===== src/design/rfa_defs.vh =====
// Constants for the register field access bank
`ifndef RFA_DEFS_VH
`define RFA_DEFS_VH

// Register indices, decimal as addressed over the management interface
`define RFA_IDX_CTRL 5'h00
`define RFA_IDX_STAT 5'h01
`define RFA_IDX_EVT 5'h02
`define RFA_IDX_CNT 5'h03
`define RFA_IDX_WONLY 5'h04

// Bit attribute codes
`define RFA_ATTR_RES 4'h0
`define RFA_ATTR_RW 4'h1
`define RFA_ATTR_READ_ONLY 4'h2
`define RFA_ATTR_ONE_CLR 4'h3
`define RFA_ATTR_ANY_CLR 4'h4
`define RFA_ATTR_LATCH_LOW 4'h5
`define RFA_ATTR_LATCH_HIGH 4'h6
`define RFA_ATTR_SELF_CLR 4'h7
`define RFA_ATTR_SS 4'h8
`define RFA_ATTR_RWN 4'h9
`define RFA_ATTR_READ_ANY_CLR 4'hA

// Attribute maps, one nibble per bit, bit 15 in the top nibble
`define RFA_CTRL_ATTRS 64'h7111899900000000
`define RFA_STAT_ATTRS 64'h2222222266665555
`define RFA_EVT_ATTRS 64'h33333333AAAAAAAA

// Default values
`define RFA_CTRL_DEFAULT 16'h0800
`define RFA_STAT_DEFAULT 16'h000F
`define RFA_EVT_DEFAULT 16'h0000
`define RFA_CNT_DEFAULT 16'h0000
`define RFA_WONLY_DEFAULT 16'h0000
`define RFA_ZERO16 16'h0000
`define RFA_CNT_MAX 16'hFFFF
`define RFA_CNT_ONE 16'h0001

// Field positions
`define RFA_CTRL_SOFT_RST 15

`endif


===== src/design/rfa_bank.v =====
// Management register bank showing each bit access attribute
// Overview of operation
// - Read-only bits return their value; writes leave them unchanged.
// - Write-only bits read back unspecified data; managers must not trust it.
// - Write-one-to-clear bits clear on a written one, keep on zero.
// - Write-anything-to-clear bits clear on any write, whatever the data.
// - Read-to-clear field returns contents, then clears; writes do nothing.
// - Latch-low bit holds its low until the register is read.
// - Self-clearing bit returns to zero by itself; writing zero does nothing.
// - Self-setting bit returns to one by itself; writing one does nothing.
// - Sticky high status stays high until read, then follows the condition.
// - Soft-reset-immune bits keep their values through a software reset.
// - Managers write zeros to reserved bits; their read value is unguaranteed.
// - Read-write bits accept writes and read back their held setting.
// - Readable any-write-clear bits read current value, clear on any write.
// - Hardware reset restores all defaults; software reset restores all but immune bits.
// - Registers are addressed by decimal register index.
`timescale 1ns/10ps
`include "rfa_defs.vh"

module rfa_bank #(
  parameter DW = 16,
  parameter IW = 5
) (
  // Clock and reset
  input wire clk,
  input wire rstn,
  // Management access port, same clock domain
  input wire [IW-1:0] acc_index,
  input wire acc_wr,
  input wire acc_rd,
  input wire [DW-1:0] acc_wdata,
  output reg [DW-1:0] acc_rdata_reg,
  output reg acc_rvalid_reg,
  // Device conditions and events, same clock domain
  input wire [DW-1:0] status_in,
  input wire [DW-1:0] event_in,
  input wire count_inc,
  // Control outputs
  output reg [DW-1:0] ctrl_out_reg,
  output reg [DW-1:0] wonly_out_reg,
  output reg soft_rst_out_reg
);

  wire [DW-1:0] ctrl_q;
  wire [DW-1:0] stat_q;
  wire [DW-1:0] evt_q;
  wire soft_rst;
  reg [DW-1:0] cnt_reg;
  reg [DW-1:0] cnt_next;
  reg [DW-1:0] wonly_reg;
  reg [DW-1:0] rdata_next;
  localparam [63:0] CTRL_ATTRS = `RFA_CTRL_ATTRS;
  localparam [63:0] STAT_ATTRS = `RFA_STAT_ATTRS;
  localparam [63:0] EVT_ATTRS = `RFA_EVT_ATTRS;
  localparam [DW-1:0] CTRL_DEF = `RFA_CTRL_DEFAULT;
  localparam [DW-1:0] STAT_DEF = `RFA_STAT_DEFAULT;
  localparam [DW-1:0] EVT_DEF = `RFA_EVT_DEFAULT;

  // Register map, index in decimal
  //   0 control: bit 15 starts a software reset and clears itself,
  //     bits 14:12 read-write, bit 11 sets itself again after a clear,
  //     bits 10:8 read-write and kept through a software reset,
  //     bits 7:0 reserved, held at zero
  //   1 status: bits 15:8 follow the condition inputs a cycle late,
  //     bits 7:4 stay high until read, bits 3:0 stay low until read
  //   2 events: bits 15:8 clear on a written one,
  //     bits 7:0 clear on any write
  //   3 counter: counts increments, saturates, clears when read
  //   4 write-only word, reads as zero, mirrored on its own output
  //   other indices read as zero and ignore writes
  // Reads answer a cycle after the strobe with the value held before it;
  // a read and a write in one cycle see the old value.

  // Index match, used for both read and write decode
  function sel;
    input [IW-1:0] idx;
    input [IW-1:0] target;
    begin
      sel = (idx == target);
    end
  endfunction

  wire wr_ctrl = acc_wr & sel(acc_index, `RFA_IDX_CTRL);
  wire wr_stat = acc_wr & sel(acc_index, `RFA_IDX_STAT);
  wire wr_evt = acc_wr & sel(acc_index, `RFA_IDX_EVT);
  wire wr_wonly = acc_wr & sel(acc_index, `RFA_IDX_WONLY);
  wire rd_ctrl = acc_rd & sel(acc_index, `RFA_IDX_CTRL);
  wire rd_stat = acc_rd & sel(acc_index, `RFA_IDX_STAT);
  wire rd_evt = acc_rd & sel(acc_index, `RFA_IDX_EVT);
  wire rd_cnt = acc_rd & sel(acc_index, `RFA_IDX_CNT);

  // Self-clearing control bit drives the software reset for one cycle
  assign soft_rst = ctrl_q[`RFA_CTRL_SOFT_RST];

  genvar i;
  generate
    for (i = 0; i < DW; i = i + 1)
    begin : g_bits
      rfa_bit #(
        .ATTR(CTRL_ATTRS[4*i+3:4*i]),
        .DEFAULT(CTRL_DEF[i])
      ) u_ctrl (
        .clk(clk),
        .rstn(rstn),
        .soft_rst(soft_rst),
        .wr(wr_ctrl),
        .rd(rd_ctrl),
        .wd(acc_wdata[i]),
        .hw(1'b0),
        .q_reg(ctrl_q[i])
      );
      // Status writes are routed in but every bit ignores them
      rfa_bit #(
        .ATTR(STAT_ATTRS[4*i+3:4*i]),
        .DEFAULT(STAT_DEF[i])
      ) u_stat (
        .clk(clk),
        .rstn(rstn),
        .soft_rst(soft_rst),
        .wr(wr_stat),
        .rd(rd_stat),
        .wd(acc_wdata[i]),
        .hw(status_in[i]),
        .q_reg(stat_q[i])
      );
      rfa_bit #(
        .ATTR(EVT_ATTRS[4*i+3:4*i]),
        .DEFAULT(EVT_DEF[i])
      ) u_evt (
        .clk(clk),
        .rstn(rstn),
        .soft_rst(soft_rst),
        .wr(wr_evt),
        .rd(rd_evt),
        .wd(acc_wdata[i]),
        .hw(event_in[i]),
        .q_reg(evt_q[i])
      );
    end
  endgenerate

  // Read-to-clear counter; an increment in the read cycle survives as one
  always @*
  begin
    cnt_next = cnt_reg;
    if (rd_cnt)
      cnt_next = count_inc ? `RFA_CNT_ONE : `RFA_ZERO16;
    else if (count_inc && cnt_reg != `RFA_CNT_MAX)
      cnt_next = cnt_reg + `RFA_CNT_ONE;
  end

  // Read data mux; write-only and unmapped indices read as zero
  always @*
  begin
    rdata_next = `RFA_ZERO16;
    case (acc_index)
      `RFA_IDX_CTRL: rdata_next = ctrl_q;
      `RFA_IDX_STAT: rdata_next = stat_q;
      `RFA_IDX_EVT: rdata_next = evt_q;
      `RFA_IDX_CNT: rdata_next = cnt_reg;
      `RFA_IDX_WONLY: rdata_next = `RFA_ZERO16;
      default: rdata_next = `RFA_ZERO16;
    endcase
  end

  // Counter register
  always @(posedge clk or negedge rstn)
  begin
    if (!rstn)
      cnt_reg <= `RFA_CNT_DEFAULT;
    else if (soft_rst)
      cnt_reg <= `RFA_CNT_DEFAULT;
    else
      cnt_reg <= cnt_next;
  end

  // Write-only word
  always @(posedge clk or negedge rstn)
  begin
    if (!rstn)
      wonly_reg <= `RFA_WONLY_DEFAULT;
    else if (soft_rst)
      wonly_reg <= `RFA_WONLY_DEFAULT;
    else if (wr_wonly)
      wonly_reg <= acc_wdata;
  end

  // Read answer; data stays until the next read
  always @(posedge clk or negedge rstn)
  begin
    if (!rstn)
    begin
      acc_rdata_reg <= `RFA_ZERO16;
      acc_rvalid_reg <= 1'b0;
    end
    else
    begin
      acc_rvalid_reg <= acc_rd;
      if (acc_rd)
        acc_rdata_reg <= rdata_next;
    end
  end

  // Control mirrors, one cycle behind the bits themselves
  always @(posedge clk or negedge rstn)
  begin
    if (!rstn)
    begin
      ctrl_out_reg <= CTRL_DEF;
      soft_rst_out_reg <= 1'b0;
    end
    else
    begin
      ctrl_out_reg <= ctrl_q;
      soft_rst_out_reg <= soft_rst;
    end
  end

  // Write-only word mirror
  always @(posedge clk or negedge rstn)
  begin
    if (!rstn)
      wonly_out_reg <= `RFA_WONLY_DEFAULT;
    else
      wonly_out_reg <= wonly_reg;
  end

endmodule // rfa_bank


===== src/design/rfa_bit.v =====
// One management register bit with a selectable access attribute
`timescale 1ns/10ps
`include "rfa_defs.vh"

module rfa_bit #(
  parameter [3:0] ATTR = `RFA_ATTR_RW,
  parameter [0:0] DEFAULT = 1'b0
) (
  // Clock and resets
  input wire clk,
  input wire rstn,
  input wire soft_rst,
  // Access strobes for the owning register
  input wire wr,
  input wire rd,
  input wire wd,
  // Hardware condition or event
  input wire hw,
  // Held value
  output reg q_reg
);

  reg q_next;

  always @*
  begin
    q_next = q_reg;
    case (ATTR)
      `RFA_ATTR_RW, `RFA_ATTR_RWN:
        if (wr) q_next = wd;
      `RFA_ATTR_READ_ONLY:
        q_next = hw;
      `RFA_ATTR_ONE_CLR:
        q_next = hw | (q_reg & ~(wr & wd));
      `RFA_ATTR_ANY_CLR, `RFA_ATTR_READ_ANY_CLR:
        q_next = hw | (q_reg & ~wr);
      `RFA_ATTR_LATCH_LOW:
        q_next = rd ? hw : (q_reg & hw);
      `RFA_ATTR_LATCH_HIGH:
        q_next = hw | (q_reg & ~rd);
      `RFA_ATTR_SELF_CLR:
        q_next = wr & wd;
      `RFA_ATTR_SS:
        q_next = ~(wr & ~wd);
      default:
        q_next = 1'b0;
    endcase
  end

  always @(posedge clk or negedge rstn)
  begin
    if (!rstn)
      q_reg <= DEFAULT;
    else if (soft_rst && ATTR != `RFA_ATTR_RWN)
      q_reg <= DEFAULT;
    else
      q_reg <= q_next;
  end

endmodule // rfa_bit


===== config.mk =====
export PLATFORM = sky130hd
export DESIGN_NAME = rfa_bank
export DESIGN_NICKNAME = d
export VERILOG_FILES = /design/src/design/rfa_bank.v /design/src/design/rfa_bit.v
export VERILOG_INCLUDE_DIRS = /design/src /design/src/design
export SDC_FILE = /design/constraint.sdc
export NUM_CORES = 1
export LEC_CHECK = 0
export ABC_AREA = 0
export BUFFER_PORTS_ARGS = -buffer_cell sky130_fd_sc_hd__buf_2
export CAP_MARGIN = 15
export CORE_UTILIZATION = 42
export CTS_BUF_LIST = sky130_fd_sc_hd__clkbuf_16
export CTS_CLUSTER_SIZE = 28
export DETAILED_ROUTE_END_ITERATION = 6
export SETUP_SLACK_MARGIN = 0.2
export SYNTH_ARGS = -nofsm -noshare
export SYNTH_HDL_FRONTEND = slang
export SYNTH_SLANG_ARGS = --single-unit

===== constraint.sdc =====
create_clock -name clk -period 3.1 [get_ports clk]
set_input_delay 0.62 -clock clk [delete_from_list [all_inputs] [get_ports clk]]
set_output_delay 0.62 -clock clk [all_outputs]
set_load 0.05 [all_outputs]

==> After elaboration in Yosys (flattened, before gate mapping) <==
Index checks and enable logic that the tools add are counted.
{ "totals": {"ff_bits": 114, "input_bits": 58, "out_inout_bits": 50, "elab_cells": 180} }
{ "classes": {"add_sub_neg": 1, "n_eq_ne": 5, "muxes": 51, "n_bitwise": 71, "reduce_logical": 5} }
{ "ops": {"columns": ["cell", "n"], "rows": [
  ["$mux W16", 5],
  ["$pmux W16 S4", 1],
  ["$mux W1", 45],
  ["$and A1 B1 Y1", 39],
  ["$or A1 B1 Y1", 20],
  ["$add A16 B1 Y16 const B", 1],
  ["$ne A16 B16 Y1 const B", 1],
  ["$not A1 Y1", 12],
  ["$eq A5 B2 Y1 const B", 2],
  ["$eq A5 B1 Y1 const B", 1],
  ["$eq A5 B3 Y1 const B", 1],
  ["$logic_not A5 Y1", 1],
  ["$reduce_bool A2 Y1", 2],
  ["$reduce_bool A3 Y1", 1],
  ["$logic_and A1 B1 Y1", 1]
]} }

==> Logic depth before layout (Yosys ltp) <==
Gate-level depths: netlist of the first run.
{ "logic_depth": {"depth_word": 7, "depth_mapped": 7, "depth_no_buf": 5} }

==> Cells and area by module <==
From an unflattened synthesis of the first run, not the netlist that was laid out.
{ "hier_totals": {"cells_unflattened": 433, "hier_area_um2": 5088.6} }
{ "modules_own_cells": {"columns": ["mod", "n_inst", "cells_each", "area_each_um2", "seq_area_each_um2"], "rows": [
  ["rfa_bank", 1, 290, 3377.0, 2028.2],
  ["rfa_bit at g_bits[0].u_evt ...", 12, 4, 43.8, 25.0],
  ["rfa_bit at g_bits[10].u_evt ...", 8, 4, 41.3, 25.0],
  ["rfa_bit at g_bits[10].u_stat ...", 8, 2, 38.8, 25.0],
  ["rfa_bit at g_bits[0].u_stat ...", 4, 3, 37.5, 26.3],
  ["rfa_bit at g_bits[10].u_ctrl ...", 3, 2, 40.0, 25.0],
  ["rfa_bit at g_bits[12].u_ctrl ...", 3, 3, 38.8, 25.0],
  ["rfa_bit at g_bits[0].u_ctrl ...", 8, 2, 11.3, 0.0],
  ["rfa_bit at g_bits[11].u_ctrl", 1, 2, 35.0, 26.3],
  ["rfa_bit at g_bits[15].u_ctrl", 1, 2, 33.8, 25.0]
]} }

==> Least setup slack after synthesis of the first run <==
Ideal clock, no wire load.
{ "synth_path": {"kind": "input to register", "from": "input acc_rd", "to": "register g_bits[4].u_stat.q_reg", "setup_ns": 0.132, "arrival_ns": 1.677, "t_required_ns": 2.968, "setup_slack_ns": 1.291, "cell_stages": 6, "n_path_buf": 2, "cell_sequence": "buf_2 > or4b_1 > buf_2 > nand2b_4 > a21oi_1 > nor2_1"} }
{ "synth_via": {"elab_chain_cells": 5} }
{ "synth_lines": {"columns": ["item", "line_no", "rtl"], "rows": [
  ["start: declaration", "rfa_bank.v:31", "input wire acc_rd,"],
  ["$and A1 B1 Y1", "rfa_bank.v:89", "wire rd_stat = acc_rd & sel(acc_index, `RFA_IDX_STAT);"],
  ["$not A1 Y1", "rfa_bit.v:40", "q_next = hw | (q_reg & ~rd);"],
  ["$and A1 B1 Y1", "rfa_bit.v:40", null],
  ["$or A1 B1 Y1", "rfa_bit.v:40", null],
  ["$mux W1", "rfa_bit.v:54", "else if (soft_rst && ATTR != `RFA_ATTR_RWN)"],
  ["end signal: assignment", "rfa_bit.v:57", "q_reg <= q_next;"],
  ["end: declaration", "rfa_bit.v:20", "output reg q_reg"]
]} }
No other way between the ends.
A chain may end at the register's enable or synchronous reset.

==> Worst setup path after layout of the first run <==
{ "layout_path": {"from": "input acc_index[0]", "to": "register wonly_reg[13]"} }
{ "layout_via": {"elab_chain_cells": 3} }
{ "layout_lines": {"columns": ["item", "line_no", "rtl"], "rows": [
  ["start: declaration", "rfa_bank.v:29", "input wire [IW-1:0] acc_index,"],
  ["$eq A5 B3 Y1", "rfa_bank.v:80", "sel = (idx == target);"],
  ["$and A1 B1 Y1", "rfa_bank.v:87", "wire wr_wonly = acc_wr & sel(acc_index, `RFA_IDX_WONLY);"],
  ["$reduce_bool A2 Y1 (no source line)", null, null],
  ["end signal: assignment", "rfa_bank.v:182", "wonly_reg <= `RFA_WONLY_DEFAULT;"],
  ["end signal: assignment", "rfa_bank.v:184", "wonly_reg <= `RFA_WONLY_DEFAULT;"],
  ["end signal: assignment", "rfa_bank.v:186", "wonly_reg <= acc_wdata;"],
  ["end: declaration", "rfa_bank.v:51", "reg [DW-1:0] wonly_reg;"]
]} }
No other way between the ends.

==> reports/results.txt, run 1 <==
Outcome = complete, no violations
Setup TNS Final = 0 ps
CTS buffer count = 17
Main synth FF type = dfrtp_1
Leakage power = 2.73 nW
Final cell count without fillers = 696
Reg area = 2840 sq um
Fillers = 1002
Number of synthesized register bits = 113
Multi-input logic area = 1750 sq um
FFs w/ async S/R, synth = 1.00
NumNets Final = 602
Yosys top cell area share = 0.555
Antenna Nets Post-Route = 0
Cell Area, Placed = 5390 sq um
Final slew viol count = 0
Hold Path Class = in -> async
Critical path, cell by cell = buf_2 -> nor2_1 -> nand4b_1 -> nand2_1 -> a21oi_1
YS warnings = 0
Max_slew headroom = 0.502
Crit path required time = 3380 ps
PostCTS Resize Cnt = 0
Worst path max stage delay = 660 ps
Slowest cell on crit path = nand4b_1
Placed cells = 664
Top area cells in the synthesized netlist = dfrtp_1, a21oi_1, nand2_1
WS Path Type = in -> reg
Placement row count = 38
Clock Latency Late Sink = 410 ps
Final non-filler cell area = 5960 sq um
Worst Setup Start Kind = input pin
Commonest non-fill, non-tap cell in the layout = dfrtp_1
Final hold violations = 0
Max Cap Viol = 0
Power Density = 703 nW/um^2
RSZ-0062 raised after global routing = no
CTS clock-pin slew for the worst setup and hold paths = 60 ps
GRT Total Usage = 0.213
I/O pins = 108
WP data arrival = 2300 ps
Area Overhead vs Synth = 23.5%
Mapped Cells = 448
RePlAce Congestion = 0.863
Initial Utilization = 0.437
Initial antenna violation count = 0
TritonCTS clock tree = done
Mean post-synth cell area = 10.8 sq um
WL final = 11700 um
Sequential cell area fraction in the yosys report = 0.588
Drt wl/cell = 16.9 um
H-tree depth = 4
GR Overflow Total = 0
Proportion of layout cells with a drive suffix above 1 = 0.299
Fin crit share = 0.652
Final worst path period need = 2020 ps
Die width = 109 um
Least-Margin Pin Slew = 743 ps
# DRC = 0
CTS max path bufs = 2
Total power = 4.19 mW
Worst setup EP type = flop
CP Max Fanout = 20
Post-synth cell types = 55
Initial drt markers = 253
# port buffers = 99
Core area = 11000 sq um
Most frequent cells in the layout = dfrtp_1, buf_2, a21oi_1
Post-CTS Hold Fix Bufs = 0
Synthesized cell area = 4820 sq um
DPL Wire Length = 7960 um
Die height = 109 um
Maximum vdd drop = 0.418 mV
First-pass GRT wire length = 18800 um
ANT cells = 0
Avg Vias per Cell = 5.38
Vias in the first global route = 3631
Fmax = 0.495 GHz
Vias = 3741
Die ar. = 11900 sq um
Setup Viol. Count Final = 0
Synth area leader = dfrtp_1
Clock root buffer = clkbuf_16
Clock sink count = 113
Number of synthesized flops with an enable pin = 0
Final setup skew = 5.19 ps
R2r setup slk = 1300 ps
Initial DRT Pass Iterations = 5
Largest net degree at the start of global routing = 44
Postcts setup bufs = 0
Fin util = 0.540
power by group:
| part | switching [mW] | leakage (nW) | internal [mW] |
|---|---|---|---|
| clock | 0.689 | 0.278 | 1.17 |
| sequential | 0.104 | 1.39 | 1.63 |
| combinational | 0.420 | 1.07 | 0.177 |
layout make-up:
type                       count  share of cell area
timing repair buffer         105              0.0932
clock inverter                15              0.0243
sequential                   113               0.476
inverter                      20              0.0126
multi-input combinational    286               0.293
tap                          140              0.0294
clock buffer                  17              0.0714
synth_stat cells, types with 2 or more instances:
| master | n |
|---|---|
| dfrtp_1 | 107 |
| a21oi_1 | 52 |
| nand2_1 | 44 |
| nor2_1 | 32 |
| inv_1 | 19 |
| nand3_1 | 18 |
| o22ai_1 | 16 |
| buf_2 | 12 |
| nor2b_1 | 12 |
| buf_4 | 11 |
| clkbuf_1 | 11 |
| mux2_2 | 11 |
| a22oi_1 | 8 |
| nand4_1 | 8 |
| o21ai_0 | 8 |
| a221oi_1 | 7 |
| mux2i_1 | 7 |
| dfstp_2 | 6 |
| or3_1 | 5 |
| and4_1 | 4 |
| nand2b_1 | 4 |
| o31ai_1 | 4 |
| or4_1 | 4 |
| a41o_1 | 2 |
| and2_1 | 2 |
| nor3b_1 | 2 |
| o21a_1 | 2 |
| o21ai_1 | 2 |
| or2_2 | 2 |
metrics by stage:
step,setup slack [ps],hold slack [ps]
3_3_place_gp,691,356
4_1_cts,1060,203
5_1_grt,860,235
3_5_place_dp,633,358
6_report,1080,204
2_1_floorplan,1290,324
layer usage:
metal,vias to the layer above,track usage,part of all wire
met5,-,0,0
met4,0,0.0705,0.012
met3,15,0.0735,0.068
met2,144,0.331,0.47
met1,1819,0.279,0.45
li1,1763,-,-
critical path, delay by kind of cell:
family                 cells  cell delay, ps
AND/OR/NAND/NOR            3            1300
AO/OA/AOI/OAI              1              90
buffers and inverters      1             290
cells by family (layout without fill, tap and decap cells):
kind of cell | Yosys count | in the layout | synth area share
adders and majority gates | 1 | 1 | 0.00259
buffers and inverters | 56 | 157 | 0.0555
AOI/OAI and AO/OA | 108 | 108 | 0.139
other | 1 | 8 | 0.000777
muxes | 19 | 19 | 0.0449
DFF | 113 | 113 | 0.588
and+or+nand+nor | 150 | 150 | 0.169
worst paths after layout:
path | depth (start not counted) | endpoint | start
max | 5 | wonly_reg[13] | acc_index[0]
max reg2reg | 5 | cnt_reg[3] | cnt_reg[0]
min in group clk | 0 | ctrl_out_reg[11] | g_bits[11].u_ctrl.q_reg
min | 1 | wonly_out_reg[1] | rstn
min reg2reg | 0 | ctrl_out_reg[11] | g_bits[11].u_ctrl.q_reg
max in group asynchronous | 2 | g_bits[11].u_ctrl.q_reg | rstn
(Power assumes the default switching activity.)
==> run 2: changes to the inputs <==
==> constraint.sdc (replaced) <==
create_clock -name clk -period 1.92 [get_ports clk]
set_input_delay 0.384 -clock clk [delete_from_list [all_inputs] [get_ports clk]]
set_output_delay 0.384 -clock clk [all_outputs]
set_load 0.05 [all_outputs]
==> run 2 against run 1 <==
Effect of this change:
- non-clock buffer count up 21
- critical path type is now reg -> reg
- highest routed layer unchanged
- global-route usage increased by 0.60 points
- sequential cell count stayed put
- largest power group unchanged
==> reports/results.txt, run 2 (synthesis results as in run 1) <==
Final setup skew = 5.55 ps
Worst setup margin = 235 ps
Core area = 11000 sq um
Initial Utilization = 0.437
Slowest cell on crit path = or4_4
Die ar. = 11900 sq um
Hold Path Class = in -> reg
Pre-CTS setup slack = 190 ps
Fmax = 0.593 GHz
Cell Area, Placed = 5530 sq um
Setup Viol. Count Final = 0
CTS max path bufs = 2
Fillers = 948
Multi-input logic area = 1780 sq um
Worst Setup Start Kind = flop
Clock Latency Late Sink = 400 ps
Vias = 3868
WL final = 12100 um
Final slew viol count = 0
WS Path Type = reg -> reg
Initial antenna violation count = 0
WHS = 190 ps
Critical path, cell by cell = ha_4 -> nand4_1 -> o41ai_4 -> buf_4 -> or4_4 -> nand2_1
RR Startpoint = cnt_reg[0]
Proportion of layout cells with a drive suffix above 1 = 0.333
GRT Total Usage = 0.219
Clock root buffer = clkbuf_16
Worst path max stage delay = 470 ps
R2r setup slk = 230 ps
Total power = 7.13 mW
Drt wl/cell = 16.9 um
WP data arrival = 2020 ps
Placement row count = 38
TritonCTS clock tree = done
Most frequent cells in the layout = dfrtp_1, buf_2, a21oi_1
Leakage power = 2.88 nW
GR Overflow Total = 0
Fin util = 0.564
Commonest non-fill, non-tap cell in the layout = dfrtp_1
Vias in the first global route = 3815
Reg area = 2840 sq um
RePlAce Congestion = 0.837
CP Max Fanout = 5
Max Cap Viol = 0
Final non-filler cell area = 6230 sq um
Worst setup EP type = flop
Final cell count without fillers = 717
Avg Vias per Cell = 5.39
Outcome = complete, no violations
# DRC = 0
CTS buffer count = 17
CP endpoint = cnt_reg[5]
DPL Wire Length = 8410 um
Fin crit share = 0.878
Die width = 109 um
Maximum vdd drop = 0.719 mV
Die height = 109 um
CTS clock-pin slew for the worst setup and hold paths = 60 ps
Initial DRT Pass Iterations = 4
# port buffers = 99
R2R Path End = cnt_reg[5]
Placed cells = 679
I/O pins = 108
NumNets Final = 623
Crit path required time = 2260 ps
Area Overhead vs Synth = 29.0%
Worst reg2reg path depth = 6
CP startpoint = cnt_reg[0]
Largest net degree at the start of global routing = 69
Final hold violations = 0
ANT cells = 0
Power Density = 1140 nW/um^2
Initial drt markers = 321
First-pass GRT wire length = 19500 um
H-tree depth = 4
Setup TNS Final = 0 ps
Clock sink count = 113
RSZ-0062 raised after global routing = no
Final worst path period need = 1690 ps
Antenna Nets Post-Route = 0
[run 2: cell type report]
type / instances / area share
Clock buffer: 17 / 0.0683
Clock inverter: 15 / 0.0311
Inverter: 20 / 0.0121
Multi-Input combinational cell: 286 / 0.286
Sequential cell: 113 / 0.456
Tap cell: 140 / 0.0281
Timing Repair Buffer: 126 / 0.119
[run 2: power breakdown]
group | total, mW | internal, mW | leakage (nW) | switching, mW
Sequential | 2.79 | 2.63 | 1.38 | 0.164
Clock | 3.29 | 2.16 | 0.310 | 1.13
Combinational | 1.04 | 0.337 | 1.18 | 0.705
Total | 7.13 | 5.13 | 2.88 | 2.00
[run 2: worst min-delay path by stage]
stage / startpoint / cells past startpoint / slack [ps] / to
after global routing: status_in[7] / 3 / 180 / g_bits[7].u_stat.q_reg
final: status_in[5] / 3 / 190 / g_bits[5].u_stat.q_reg
after CTS: status_in[5] / 3 / 190 / g_bits[5].u_stat.q_reg
after detailed placement: rstn / 1 / 240 / wonly_out_reg[1]
after floorplan: rstn / 0 / 90 / acc_rdata_reg[0]
after global placement: rstn / 1 / 230 / wonly_out_reg[1]
[run 2: timing repair]
action | CTS | global route
resized for setup | 2 | 6
setup buffers | 0 | 5
hold buffers | 1 | 0
pin swaps | 0 | 1
hold endpoints to repair | 9 | 0
cloned | 0 | 0
endpoints found under the setup margin | 9 | 12
[run 2: critical path, delay by kind of cell, from the launching register on]
family	cells	cell delay (ps)
adder cells (fa/ha/maj)	1	190
AND/OR/NAND/NOR	3	710
flip-flops	1	450
buffers and inverters	1	160
AO/OA/AOI/OAI	1	110
[run 2: routing by layer]
layer  wire length, um  share of wire  GRT usage
met2              5770           0.48      0.358
met4               247          0.020     0.0781
met1              5460           0.45      0.289
met3               653          0.054     0.0472
met5                 0              0          0
